--- src/dtp_defs.vh ---
// Purpose: Shared constants for the tone transceiver host port.
// Assumes: A 40 MHz core clock; all pins arrive synchronous to it.
// Notes: Register fields, reset values and timing figures live here.
//
// Function
// - Shared pin is direction or write strobe.
// - Register select line chooses the register.
// - Data lines float outside an active read.
// - Interrupt mode pulls alert low after burst.
// - Call-progress mode outputs rectangular input copy.
// - Early detect follows valid tone pair presence.
// - Steering high registers tone, updates latch.
// - Steering low frees device for new tone.
// - Guard drive follows early detect and steering.
// - Timebase from crystal or external clock.
// - Transmitter and receiver power down independently.
// - Burst mode times tone and pause exactly.
// - Software selects the call-progress filter.
// - Tone pairs map to fixed 4-bit codes.
// - Alert low while delayed steering flag active.
// - Transmit power down floats the tone output.
// - Both power downs stop oscillator, float pins.
`ifndef DTP_DEFS_VH
`define DTP_DEFS_VH

// Register select values.
`define DTP_RS_DATA 1'b0
`define DTP_RS_CTRL 1'b1

// Control register field positions and reset value.
`define DTP_CTRL_TONE_EN 0
`define DTP_CTRL_BURST 1
`define DTP_CTRL_IRQ_EN 2
`define DTP_CTRL_CP_SEL 3
`define DTP_CTRL_RST 4'h0

// Status register field positions.
`define DTP_STAT_IRQ 0
`define DTP_STAT_TX_EMPTY 1
`define DTP_STAT_RX_READY 2

// Clock rate in two units.
`define DTP_CLK_MHZ 40
`define DTP_CLK_KHZ 40000

// Burst tone and pause lengths in milliseconds.
`define DTP_BURST_MS 50
`define DTP_PAUSE_MS 50

// Output latch settle delay before the delayed steering flag rises.
`define DTP_SETTLE_NS 1000
`define DTP_SETTLE_CYC ((`DTP_SETTLE_NS * `DTP_CLK_MHZ + 999) / 1000)

`endif

--- src/dtp_host_port.v ---
// Purpose: Host port, alert output, burst timer and power control.
// Assumes: All host pins are sampled on the core clock.
// Notes: Open-drain and two-way pins appear as separate in/out/enable.
`timescale 1ns/1ps
`include "dtp_defs.vh"
`default_nettype none
module dtp_host_port #(
    parameter CNT_W = 22, // Width of the burst counter.
    parameter BURST_CYC = `DTP_BURST_MS * `DTP_CLK_KHZ, // Tone burst cycles.
    parameter PAUSE_CYC = `DTP_PAUSE_MS * `DTP_CLK_KHZ // Pause cycles.
) (
    input wire i_clk, // Core clock, 40 MHz.
    input wire i_rst, // Asynchronous reset, active high.
    input wire i_bus_style, // 0 strobe with direction, 1 separate strobes.
    input wire i_chip_sel_n, // Chip select, active low.
    input wire i_rw_or_wr_n, // Direction select or write strobe.
    input wire i_data_strobe_in, // Data strobe or read strobe.
    input wire i_reg_select_line, // Register select.
    input wire [3:0] i_host_data_lines, // Data lines as seen on the pins.
    output reg [3:0] o_host_data_lines, // Data lines driven value.
    output reg o_host_data_lines_oe, // Data lines drive enable.
    input wire i_rx_power_down, // Receiver power down.
    input wire i_tx_power_down, // Transmitter power down.
    input wire i_tone_valid, // Detector sees a valid pair.
    input wire [1:0] i_low_idx, // Detected low group index.
    input wire [1:0] i_high_idx, // Detected high group index.
    input wire i_cp_limited, // Limited call-progress band signal.
    input wire i_steering_pin, // Steering level above threshold.
    output wire o_early_tone_detect, // Early detect output.
    output wire o_guard_drive, // Guard drive value.
    output wire o_guard_drive_oe, // Guard drive enable.
    output reg o_alert_or_tone_monitor, // Alert pin driven value.
    output reg o_alert_or_tone_monitor_oe, // Alert pin pull-down enable.
    output reg o_tone_on, // Tone synthesizer running.
    output reg [3:0] o_tone_code, // Code being synthesized.
    output reg o_tone_oe, // Tone output pin enabled.
    output reg o_cp_filter_sel, // Call-progress filter selected.
    output reg o_osc_enable // Oscillator and reference enable.
);
    // Burst sequencer states.
    localparam [1:0] ST_IDLE = 2'b00;
    localparam [1:0] ST_TONE = 2'b01;
    localparam [1:0] ST_PAUSE = 2'b10;
    localparam integer BURST_M1 = BURST_CYC - 1; // Full width.
    localparam integer PAUSE_M1 = PAUSE_CYC - 1; // Full width.
    localparam [CNT_W-1:0] BURST_LAST = BURST_M1[CNT_W-1:0]; // Cut to the counter.
    localparam [CNT_W-1:0] PAUSE_LAST = PAUSE_M1[CNT_W-1:0]; // Cut to the counter.

    wire both_pd; // Both halves asleep.
    wire rd_act; // A read is presently selected.
    wire wr_act; // A write is presently selected.
    wire wr_end; // Write strobe just ended.
    wire rd_end; // Read strobe just ended.
    wire [3:0] dec_code; // Decoded tone pair.
    wire [3:0] rx_code; // Receive output latch.
    wire dsf; // Delayed steering flag.
    reg wr_act_r; // Write active last cycle.
    reg rd_act_r; // Read active last cycle.
    reg rd_rs_r; // Register selected during the read.
    reg wr_rs_r; // Register selected during the write.
    reg [3:0] wr_data_r; // Data captured during the write.
    reg [3:0] ctrl_r; // Control register.
    reg [3:0] tx_data_r; // Transmit data register.
    reg tx_empty_r; // Transmit register free.
    reg tx_flag_r; // Burst-done event pending.
    reg rx_flag_r; // Received-pair event pending.
    reg dsf_r; // Delayed flag last cycle.
    reg [1:0] state_r; // Burst sequencer state.
    reg [1:0] state_nxt; // Next sequencer state.
    reg [CNT_W-1:0] cnt_r; // Burst sequencer counter.
    reg [CNT_W-1:0] cnt_nxt; // Next counter value.
    reg burst_done; // Pause just finished.
    reg [3:0] rd_mux; // Selected read data.
    reg alert_pull; // Alert pin wants to pull low.

    // Oscillator and shared circuits stop only with both halves asleep.
    assign both_pd = i_rx_power_down & i_tx_power_down;

    // Access decode. The host has qualified chip select with its own
    // address strobe, and only moves the strobe while accessing.
    assign rd_act = !i_chip_sel_n & (i_bus_style ? !i_data_strobe_in :
        (i_data_strobe_in & i_rw_or_wr_n));
    assign wr_act = !i_chip_sel_n & (i_bus_style ? !i_rw_or_wr_n :
        (i_data_strobe_in & !i_rw_or_wr_n));
    assign wr_end = wr_act_r & !wr_act;
    assign rd_end = rd_act_r & !rd_act;

    // Tone pair lookup.
    dtp_tone_decode u_decode (
        .i_low_idx(i_low_idx),
        .i_high_idx(i_high_idx),
        .o_code(dec_code)
    );

    // Steering and early detect.
    dtp_steer u_steer (
        .i_clk(i_clk),
        .i_rst(i_rst),
        .i_tone_valid(i_tone_valid),
        .i_code(dec_code),
        .i_steering_pin(i_steering_pin),
        .i_rx_pd(i_rx_power_down),
        .o_early_tone_detect(o_early_tone_detect),
        .o_guard_drive(o_guard_drive),
        .o_guard_drive_oe(o_guard_drive_oe),
        .o_rx_code(rx_code),
        .o_delayed_steer(dsf)
    );

    // Capture write data and register select while the strobe is held,
    // so the value committed is the one standing just before release.
    always @(posedge i_clk or posedge i_rst) begin
        if (i_rst) begin
            wr_act_r <= 1'b0;
            rd_act_r <= 1'b0;
            wr_rs_r <= 1'b0;
            rd_rs_r <= 1'b0;
            wr_data_r <= 4'h0;
        end else begin
            wr_act_r <= wr_act;
            rd_act_r <= rd_act;
            if (wr_act) begin
                wr_rs_r <= i_reg_select_line;
                wr_data_r <= i_host_data_lines;
            end
            if (rd_act) begin
                rd_rs_r <= i_reg_select_line;
            end
        end
    end

    // Read data selection: receive latch or status.
    always @* begin
        if (i_reg_select_line == `DTP_RS_CTRL) begin
            rd_mux = 4'h0;
            rd_mux[`DTP_STAT_IRQ] = rx_flag_r | tx_flag_r;
            rd_mux[`DTP_STAT_TX_EMPTY] = tx_empty_r;
            rd_mux[`DTP_STAT_RX_READY] = dsf;
        end else begin
            rd_mux = rx_code;
        end
    end

    // Data lines drive only during a selected read; floated otherwise
    // and whenever both halves are powered down.
    always @(posedge i_clk or posedge i_rst) begin
        if (i_rst) begin
            o_host_data_lines <= 4'h0;
            o_host_data_lines_oe <= 1'b0;
        end else begin
            o_host_data_lines <= rd_mux;
            o_host_data_lines_oe <= rd_act & !both_pd;
        end
    end

    // Burst sequencer next state: tone for a fixed time, then pause.
    always @* begin
        state_nxt = state_r;
        cnt_nxt = cnt_r;
        burst_done = 1'b0;
        case (state_r)
            ST_IDLE: begin
                // A write to the data register starts a timed burst.
                if (wr_end && wr_rs_r == `DTP_RS_DATA && ctrl_r[`DTP_CTRL_BURST]
                    && !i_tx_power_down) begin
                    state_nxt = ST_TONE;
                    cnt_nxt = BURST_LAST;
                end
            end
            ST_TONE: begin
                if (cnt_r == {CNT_W{1'b0}}) begin
                    state_nxt = ST_PAUSE;
                    cnt_nxt = PAUSE_LAST;
                end else begin
                    cnt_nxt = cnt_r - 1'b1;
                end
            end
            ST_PAUSE: begin
                if (cnt_r == {CNT_W{1'b0}}) begin
                    state_nxt = ST_IDLE;
                    burst_done = 1'b1;
                end else begin
                    cnt_nxt = cnt_r - 1'b1;
                end
            end
            default: begin
                state_nxt = ST_IDLE;
            end
        endcase
        // Powering the transmitter down abandons any burst.
        if (i_tx_power_down) begin
            state_nxt = ST_IDLE;
            cnt_nxt = {CNT_W{1'b0}};
            burst_done = 1'b0;
        end
    end

    // Control and transmit registers, sequencer and event flags.
    // An event in the cycle of a status read survives the clear.
    always @(posedge i_clk or posedge i_rst) begin
        if (i_rst) begin
            ctrl_r <= `DTP_CTRL_RST;
            tx_data_r <= 4'h0;
            tx_empty_r <= 1'b1;
            tx_flag_r <= 1'b0;
            rx_flag_r <= 1'b0;
            dsf_r <= 1'b0;
            state_r <= ST_IDLE;
            cnt_r <= {CNT_W{1'b0}};
        end else begin
            state_r <= state_nxt;
            cnt_r <= cnt_nxt;
            dsf_r <= dsf;
            if (wr_end && wr_rs_r == `DTP_RS_CTRL) begin
                ctrl_r <= wr_data_r;
            end
            if (wr_end && wr_rs_r == `DTP_RS_DATA) begin
                tx_data_r <= wr_data_r;
                tx_empty_r <= 1'b0;
            end else if (burst_done || !ctrl_r[`DTP_CTRL_BURST]) begin
                tx_empty_r <= 1'b1;
            end
            tx_flag_r <= burst_done | (tx_flag_r &
                !(rd_end && rd_rs_r == `DTP_RS_CTRL));
            rx_flag_r <= (dsf & !dsf_r) | (rx_flag_r &
                !(rd_end && rd_rs_r == `DTP_RS_CTRL));
        end
    end

    // Alert pull request by mode. Call-progress select wins over
    // interrupt mode; with neither the pin stays released.
    always @* begin
        if (both_pd) begin
            alert_pull = 1'b0;
        end else if (ctrl_r[`DTP_CTRL_CP_SEL]) begin
            alert_pull = !i_cp_limited & !i_rx_power_down;
        end else if (ctrl_r[`DTP_CTRL_IRQ_EN]) begin
            alert_pull = rx_flag_r | tx_flag_r | dsf;
        end else begin
            alert_pull = 1'b0;
        end
    end

    // Open-drain alert, tone control, filter select and oscillator.
    always @(posedge i_clk or posedge i_rst) begin
        if (i_rst) begin
            o_alert_or_tone_monitor <= 1'b0;
            o_alert_or_tone_monitor_oe <= 1'b0;
            o_tone_on <= 1'b0;
            o_tone_code <= 4'h0;
            o_tone_oe <= 1'b0;
            o_cp_filter_sel <= 1'b0;
            o_osc_enable <= 1'b0;
        end else begin
            o_alert_or_tone_monitor <= 1'b0;
            o_alert_or_tone_monitor_oe <= alert_pull;
            o_tone_code <= tx_data_r;
            // Tone runs during a burst, or freely when bursts are off.
            o_tone_on <= !i_tx_power_down & ctrl_r[`DTP_CTRL_TONE_EN] &
                (ctrl_r[`DTP_CTRL_BURST] ? (state_r == ST_TONE) : 1'b1);
            o_tone_oe <= !i_tx_power_down;
            o_cp_filter_sel <= ctrl_r[`DTP_CTRL_CP_SEL];
            // Crystal or external clock runs unless both halves sleep.
            o_osc_enable <= !both_pd;
        end
    end
endmodule
`default_nettype wire

--- src/dtp_tone_decode.v ---
// Purpose: Map a detected low/high tone group pair to its 4-bit code.
// Assumes: Indices count tones upward from the lowest of each group.
// Notes: Purely combinational lookup; the caller registers the result.
`timescale 1ns/1ps
`default_nettype none
module dtp_tone_decode (
    input wire [1:0] i_low_idx, // Low group tone index.
    input wire [1:0] i_high_idx, // High group tone index.
    output reg [3:0] o_code // Encoded digit.
);
    // Lookup of the sixteen tone pairs.
    always @* begin
        case ({i_low_idx, i_high_idx})
            4'h0: o_code = 4'h1;
            4'h1: o_code = 4'h2;
            4'h2: o_code = 4'h3;
            4'h3: o_code = 4'hD;
            4'h4: o_code = 4'h4;
            4'h5: o_code = 4'h5;
            4'h6: o_code = 4'h6;
            4'h7: o_code = 4'hE;
            4'h8: o_code = 4'h7;
            4'h9: o_code = 4'h8;
            4'hA: o_code = 4'h9;
            4'hB: o_code = 4'hF;
            4'hC: o_code = 4'hB;
            4'hD: o_code = 4'hA;
            4'hE: o_code = 4'hC;
            default: o_code = 4'h0;
        endcase
    end
endmodule
`default_nettype wire

--- src/dtp_steer.v ---
// Purpose: Early detect, guard drive and tone registration logic.
// Assumes: Steering input is a digital comparison against the threshold.
// Notes: The output latch changes only when the delayed flag rises.
`timescale 1ns/1ps
`include "dtp_defs.vh"
`default_nettype none
module dtp_steer (
    input wire i_clk, // Core clock.
    input wire i_rst, // Asynchronous reset, active high.
    input wire i_tone_valid, // Detector sees a valid pair.
    input wire [3:0] i_code, // Code of the detected pair.
    input wire i_steering_pin, // Steering level above threshold.
    input wire i_rx_pd, // Receiver powered down.
    output reg o_early_tone_detect, // Early detect output.
    output reg o_guard_drive, // Guard drive level.
    output reg o_guard_drive_oe, // Guard drive enable.
    output reg [3:0] o_rx_code, // Receive output latch.
    output reg o_delayed_steer // Delayed steering flag.
);
    localparam integer SETTLE_M1 = `DTP_SETTLE_CYC - 1; // Full width.
    localparam [7:0] SETTLE_LAST = SETTLE_M1[7:0]; // Cut to the counter.
    reg armed_r; // Ready to register a new pair.
    reg settling_r; // Waiting for the latch to settle.
    reg [7:0] settle_cnt_r; // Settle countdown.
    reg [3:0] pend_code_r; // Code captured at registration.

    // Registration, settle delay and delayed flag sequencing.
    always @(posedge i_clk or posedge i_rst) begin
        if (i_rst) begin
            o_early_tone_detect <= 1'b0;
            o_guard_drive <= 1'b0;
            o_guard_drive_oe <= 1'b0;
            o_rx_code <= 4'h0;
            o_delayed_steer <= 1'b0;
            armed_r <= 1'b1;
            settling_r <= 1'b0;
            settle_cnt_r <= 8'h00;
            pend_code_r <= 4'h0;
        end else if (i_rx_pd) begin
            // Receiver asleep: early detect and delayed flag low, guard released, latch and guard value held.
            o_early_tone_detect <= 1'b0;
            o_guard_drive_oe <= 1'b0;
            o_delayed_steer <= 1'b0;
            settling_r <= 1'b0;
            armed_r <= 1'b1;
        end else begin
            o_early_tone_detect <= i_tone_valid;
            // Drive only when level and early detect agree.
            o_guard_drive <= o_early_tone_detect;
            o_guard_drive_oe <= (o_early_tone_detect == i_steering_pin);
            if (!i_steering_pin) begin
                armed_r <= 1'b1;
                settling_r <= 1'b0;
                o_delayed_steer <= 1'b0;
            end else if (armed_r) begin
                armed_r <= 1'b0;
                pend_code_r <= i_code;
                settling_r <= 1'b1;
                settle_cnt_r <= SETTLE_LAST;
            end else if (settling_r) begin
                if (settle_cnt_r == 8'h00) begin
                    settling_r <= 1'b0;
                    o_delayed_steer <= 1'b1;
                    o_rx_code <= pend_code_r;
                end else begin
                    settle_cnt_r <= settle_cnt_r - 8'h01;
                end
            end
        end
    end
endmodule
`default_nettype wire

--- config.mk ---
export PLATFORM = sky130hd
export DESIGN_NAME = dtp_host_port
export DESIGN_NICKNAME = d
export VERILOG_FILES = /design/src/dtp_host_port.v /design/src/dtp_tone_decode.v /design/src/dtp_steer.v
export VERILOG_INCLUDE_DIRS = /design/src
export SDC_FILE = /design/constraint.sdc
export NUM_CORES = 1
export LEC_CHECK = 0
export BUFFER_PORTS_ARGS = -buffer_cell sky130_fd_sc_hd__buf_2
export CORE_MARGIN = 10
export CORE_UTILIZATION = 40
export DETAILED_ROUTE_END_ITERATION = 7
export PLACE_DENSITY = 0.64
export SETUP_SLACK_MARGIN = 0.1
export SYNTH_ARGS = -nofsm -noshare
export SYNTH_HDL_FRONTEND = slang
export SYNTH_HIERARCHICAL = 1
export SYNTH_SLANG_ARGS = --single-unit
export TNS_END_PERCENT = 5
--- constraint.sdc ---
create_clock -name i_clk -period 2.3 [get_ports i_clk]
set_clock_uncertainty 0.15 [all_clocks]
set_input_delay 0.46 -clock i_clk [delete_from_list [all_inputs] [get_ports i_clk]]
set_output_delay 0.46 -clock i_clk [all_outputs]
set_load 0.03 [all_outputs]
==> metrics, run 1 <==
category of the critical setup timing path=flop to flop; post-synth design cell area=around 4000 um2; final critical-path share of the clock period=0.984; final routed DRC violation total=0; Worst Hold Class=input port to flop; weighted congestion reported at the end of routability-driven placement=between 0.8 and 0.9; result of the run=completed; area fraction in compound gates after synthesis=0.168; clock transition at the registers of the reported paths=0.10 ns; number of inserted diodes=0; count of synthesis-stage warnings from yosys=6; Post-Place Worst Slack=around 0.0065 ns; DIE WIDTH=121 um; number of different library cells in the post-synthesis netlist=65; detailed placement HPWL=6790 um; post-layout power=3.81 mW; final worst-path setup slack=0.0370 ns; Worst Tran Pin Value=approximately 0.53 ns; Critical Path AT=2.36 ns; clock network latency to the later pin of the worst-skew pair=0.36 ns; simple-gate share of the synthesized area=0.195; pin count of the biggest net entering global routing=59; number of buffers and inverters on the critical path=0; type of element capturing the critical path=flop; clock period minus final worst setup slack=2.26 ns; most common cell after layout, fill and taps aside=dfrtp_1; number of endpoints failing setup at the final stage=0; count of H-tree levels built during CTS=3; RSZ-0062 raised after global routing=yes; fraction of layout cells with a size suffix above 1=0.347; number of antenna violations at the first check in global routing=0; crit path launch type=flop; total number of vias=3336; sequential cell area=2000 um2; Max Buffers Root-to-Sink=2; Hold Vio Cnt, Final=0; Nets=503; maximum ir drop on the vdd rail=0.000610 V; area share of fa/ha/maj cells after synthesis=0.0367; number of core rows=36; sequential element share of the synthesized area=0.490; cell-by-cell trace of the critical path=or4_4, or4b_4, nand3b_4, mux2_4; top library cells by usage in the layout, fill and taps aside=dfrtp_1 (78), buf_4 (41), buf_2 (36); TritonCTS clock tree=done; Seq cells post-synth=80; number of flops mapped to enable cells by yosys=0; effective utilization at floorplan=0.415; area occupied by multi-input gates=roughly 2100 um2; number of vias per cell=5.48; Die Area=14700 um2; proportion of synthesized area in mux cells=0.0660; Syn Nets=420; number of top-level design ports=38; Leak=around 2.4 nW; xor and xnor fraction of the mapped netlist area=0.00428; fraction of registers with async set or reset after synthesis=1.00; first-pass GRT wire length=between 15000 and 20000 um; area of the placeable core=9860 um2; dominant delay contributor by cell family on the critical path=simple AND/OR/NAND/NOR gates; clock root cell=clkbuf_8; all-layer global routing usage=0.133; die span in y=121 um; CTS Sinks=80; syn_area_per_cell=about 11 um2; slowest library cell on the worst path=or4b_4; critical path peak fanout=5; fill cell count=870; cts bufs inserted=9; Detailed Route WL=just under 10000 um; worst path required time=2.40 ns; total overflow reported by the global router=0; via count of the first global-routing pass=~3300; number of cells produced by synthesis=388; Max-cap violations=0; largest stage delay on the critical path=~0.54 ns; peak clock frequency supported by timing=around 440 MHz; Syn-to-layout area delta=25.2%; main combinational cell family by area after synthesis=simple AND/OR/NAND/NOR gates; Max Slew Vio Count=0; most used flip-flop cell after synthesis=dfrtp_1; Post-DRT Antenna Nets=0; number of DRC violations after detailed-routing iteration 0=166; total power divided by cell area=745 nW/um2; total of buffers placed on input and output ports=36; drt wl/cell=16.0 um; number of search-and-repair iterations in the first detailed-routing pass=4; max_slew headroom=0.646
-- stage by stage --
stage / hold WS [ns] / instance area (um2) / cells / utilization / TNS, ns
floorplan: 0.200 / 4090 / 388 / - / 0
global placement: 0.207 / 4720 / 589 / 0.479 / 0
detailed placement: 0.210 / 4720 / 589 / 0.479 / 0
CTS: 0.159 / 4980 / 607 / 0.505 / 0
global route: 0.160 / 5120 / 609 / 0.519 / -0.0119
finish: 0.170 / 5120 / 609 / 0.519 / 0
-- worst paths after layout --
path,from,end,slack (ns),cells after the start
setup / recovery,u_steer/settle_cnt_r[6],u_steer/o_rx_code[3],0.04,4
hold / removal,i_tone_valid,u_steer/o_early_tone_detect,0.17,2
setup reg to reg,u_steer/settle_cnt_r[6],u_steer/o_rx_code[3],0.04,4
hold reg to reg,tx_data_r[1],o_tone_code[1],0.23,0
max in group asynchronous,i_rst,tx_empty_r,1.13,4
min in group asynchronous,i_rst,u_steer/settle_cnt_r[4],0.55,4
-- cells in the mapped netlist (all sizes together) (4+ instances only) --
cell type	count	area [um2]
dfrtp	78	1950
nor2	34	128
nand2	32	120
inv	22	82.6
a21oi	20	100
mux2	20	240
o21ai	18	90.1
o31ai	15	126
ha	12	150
nor3	11	60.1
or4	10	82.6
a22oi	9	67.6
buf	9	71.3
or3	9	61.3
a31oi	7	43.8
nand4b	6	67.6
nand3	5	25.0
nor4	5	52.6
o211ai	5	37.5
or2	5	31.3
nor2b	4	25.0
o41ai	4	35.0
-- state kept, by name, indices dropped and copies added, names as in the netlist, 2 cells and up --
name / cells
cnt_r: 22
ctrl_r: 4
o_host_data_lines: 4
o_tone_code: 4
state_r: 2
tx_data_r: 4
u_steer/o_rx_code: 4
u_steer/pend_code_r: 4
u_steer/settle_cnt_r: 8
wr_data_r: 4
-- cell type report --
cell class | instances | share of cell area
multi-input combinational | 275 | 0.401
sequential | 80 | 0.391
tap | 133 | 0.0325
inverter | 22 | 0.0161
clock buffer | 9 | 0.0242
clock inverter | 7 | 0.0213
timing repair buffer | 83 | 0.113
-- power breakdown --
| part | leakage, nW | internal [mW] | switching, mW |
|---|---|---|---|
| logic | 1.27 | 0.362 | 0.487 |
| registers | 1.01 | 1.61 | 0.130 |
| clock network | 0.118 | 0.636 | 0.590 |
| total | 2.40 | 2.61 | 1.21 |
-- layer usage --
| metal | vias up | global-route usage | routed length [um] |
|---|---|---|---|
| li1 | 1598 | - | - |
| met1 | 1643 | 0.168 | 4420 |
| met2 | 81 | 0.216 | 4720 |
| met3 | 14 | 0.0330 | 449 |
| met4 | 0 | 0.0514 | 170 |
| met5 | - | 0 | 0 |
-- what timing repair did --
| item | CTS | global route |
|---|---|---|
| setup buffers | 1 | 2 |
| resized for setup | 2 | 32 |
| endpoints found under the hold margin | 21 | 0 |
| pin swaps | 4 | 19 |
| hold buffers | 1 | 0 |
| setup endpoints to repair | 25 | 34 |
-- worst register-to-register path: cells and delay by family, from the launching register on --
kind / cells / cell delay [ns]
and+or+nand+nor: 3 / 1.28
DFF: 1 / 0.40
muxes: 1 / 0.32
-- logic make-up after synthesis --
group	Yosys count
fa+ha+maj	12
simple gates	138
other cells	1
mux	23
buf+inv	33
flops	80
xor+xnor	2
compound gates	99
(Power assumes the default switching activity.)
==> inputs of run 2 (changes only) <==
Settings changed: PLACE_DENSITY 0.64 to 0.61.
Clock period 2.3 ns to 2.34 ns, I/O delays scaled along.
==> metrics, run 2 (synthesis results as in run 1) <==
result of the run=completed; total overflow reported by the global router=0 (unchanged); clock root cell=clkbuf_8; Max Buffers Root-to-Sink=2 (unchanged); Leak=2.43 nW (+1.2%); area occupied by multi-input gates=2010 um2 (-2.1%); Hold Vio Cnt, Final=0 (unchanged); most flop-heavy register=cnt_r; Nets=508 (+0.99%); area of the placeable core=9860 um2 (unchanged); topmost layer with routed signal wires=met4; Die Area=14700 um2 (unchanged); fill cell count=892 (+2.5%); category of the critical setup timing path=flop to flop; detailed placement HPWL=6800 um (+0.27%); peak clock frequency supported by timing=441 MHz (-0.14%); all-layer global routing usage=0.134 (+0.000325); Max Slew Vio Count=0 (unchanged); pin count of the biggest net entering global routing=25 (-58%); effective utilization at floorplan=0.415 (unchanged); placed cell count=584 (-0.85%); drt wl/cell=15.8 um (-1.1%); Post-Place Worst Slack=0.0318 ns (+0.0253 ns); TritonCTS clock tree=done; registers with the most flip-flops=cnt_r: 22 flops, u_steer/settle_cnt_r: 8 flops; via count of the first global-routing pass=3329 (+0.48%); count of H-tree levels built during CTS=3 (unchanged); number of antenna violations at the first check in global routing=0 (unchanged); sequential cell area=2010 um2 (about the same); final critical-path share of the clock period=0.968 (-0.0155); cts bufs inserted=9 (unchanged); final routed DRC violation total=0 (unchanged); Total Neg Setup Slack=0 ns (unchanged); met3 wirelength from detailed routing=491 um (+9.4%); number of top-level design ports=38 (unchanged); relative contribution of the clock network to total power=0.321 (about the same); proportion of power drawn by combinational gates=0.218 (-0.005); top library cells by usage in the layout, fill and taps aside=dfrtp_1 (77), buf_4 (45), buf_2 (36); number of core rows=36 (unchanged); Detailed Route WL=9730 um (-0.33%); wl on met1=4630 um (+4.7%); clock transition at the registers of the reported paths=0.09 ns (about the same); clock network latency to the later pin of the worst-skew pair=0.36 ns (about the same); Post-DRT Antenna Nets=0 (unchanged); crit path launch type=flop; number of DRC violations after detailed-routing iteration 0=148 (-11%); Worst Hold Class=input port to flop; number of endpoints failing setup at the final stage=0 (unchanged); die span in y=121 um (unchanged); switching power of the nets=1.16 mW (-3.8%); Max-cap violations=0 (unchanged); number of vias per cell=5.36 (-2.2%); met2 WL post-DR=4470 um (-5.1%); weighted congestion reported at the end of routability-driven placement=0.833 (-4.0%); total power divided by cell area=723 nW/um2 (-2.9%); clock period minus final worst setup slack=2.27 ns (+0.00317 ns); Syn-to-layout area delta=25.5%; most common cell after layout, fill and taps aside=dfrtp_1; fraction of layout cells with a size suffix above 1=0.341 (-0.00568); worst path required time=2.46 ns (+0.06 ns); final worst-path setup slack=0.0739 ns (+0.0368 ns); final cell count without fillers=614 (+0.82%); first-pass GRT wire length=16200 um (+0.77%); number of search-and-repair iterations in the first detailed-routing pass=4 (unchanged); maximum ir drop on the vdd rail=0.000478 V (-22%); net switching share of the total power=0.313 (-0.00372); Critical Path AT=2.38 ns (+0.02 ns); max reg flops=22 (unchanged); total of buffers placed on input and output ports=36 (unchanged); CTS Sinks=80 (unchanged); DIE WIDTH=121 um (unchanged); type of element capturing the critical path=flop; Flop pwr share=0.461 (+0.005); total number of vias=3288 (-1.4%); Cell Int Power=2.55 mW (-2.1%); RSZ-0062 raised after global routing=yes; critical path peak fanout=6 (+1); number of inserted diodes=0 (unchanged)
==> run 2: critical path, stage by stage (launching register included) <==
cell and delay [ns]:
dfrtp_1 0.39, or4_4 0.58, nand4b_4 0.24, buf_4 0.18, o21ai_1 0.28, a31oi_1 0.13
a211oi_1 0.24
==> run 2: worst paths after layout <==
kind / from / to / slack [ns] / depth (start not counted)
max: cnt_r[11] / state_r[0] / 0.07 / 6
min: i_host_data_lines[1] / wr_data_r[1] / 0.18 / 2
max reg2reg: cnt_r[11] / state_r[0] / 0.07 / 6
min reg2reg: tx_data_r[1] / o_tone_code[1] / 0.23 / 0
max in group asynchronous: i_rst / rx_flag_r / 0.97 / 4
min in group asynchronous: i_rst / cnt_r[9] / 0.52 / 3
==> run 2: final cells by class <==
cell class,count,area share
multi-input cells,275,0.392
flip-flops and latches,80,0.391
clock buffers,9,0.0241
repair buffers,88,0.124
clock inverters,7,0.0212
well taps,133,0.0324
inverters,22,0.0161
==> run 2: what timing repair did <==
action,CTS,global route
pin swaps,1,8
setup endpoints to repair,26,28
cloned,0,1
gates resized for setup,1,21
hold endpoints to repair,23,0
setup buffers,1,11
hold buffers,1,0
==> run 2: power groups by stage <==
| stage | Combinational (mW) | Sequential (mW) | Clock [mW] |
|---|---|---|---|
| after floorplan | 0.401 | 1.82 | 0 |
| after global placement | 0.756 | 1.73 | 0 |
| after detailed placement | 0.769 | 1.74 | 0 |
| after CTS | 0.776 | 1.71 | 1.22 |
| after global routing | 0.894 | 1.74 | 1.28 |
| final | 0.810 | 1.71 | 1.19 |
==> run 2: routing by layer <==
layer | global-route usage | up-vias
met2 | 0.201 | 68
li1 | - | 1614
met5 | 0 | -
met3 | 0.0386 | 14
met4 | 0.0544 | 0
met1 | 0.177 | 1592
==> run 2: stage by stage <==
stage | utilization | hold slack, ns | power (mW) | area [um2]
global placement | 0.475 | 0.206 | 2.49 | 4680
detailed placement | 0.475 | 0.216 | 2.51 | 4680
global route | 0.521 | 0.180 | 3.92 | 5130
CTS | 0.501 | 0.166 | 3.71 | 4940
finish | 0.521 | 0.181 | 3.71 | 5130
floorplan | - | 0.200 | 2.22 | 4090
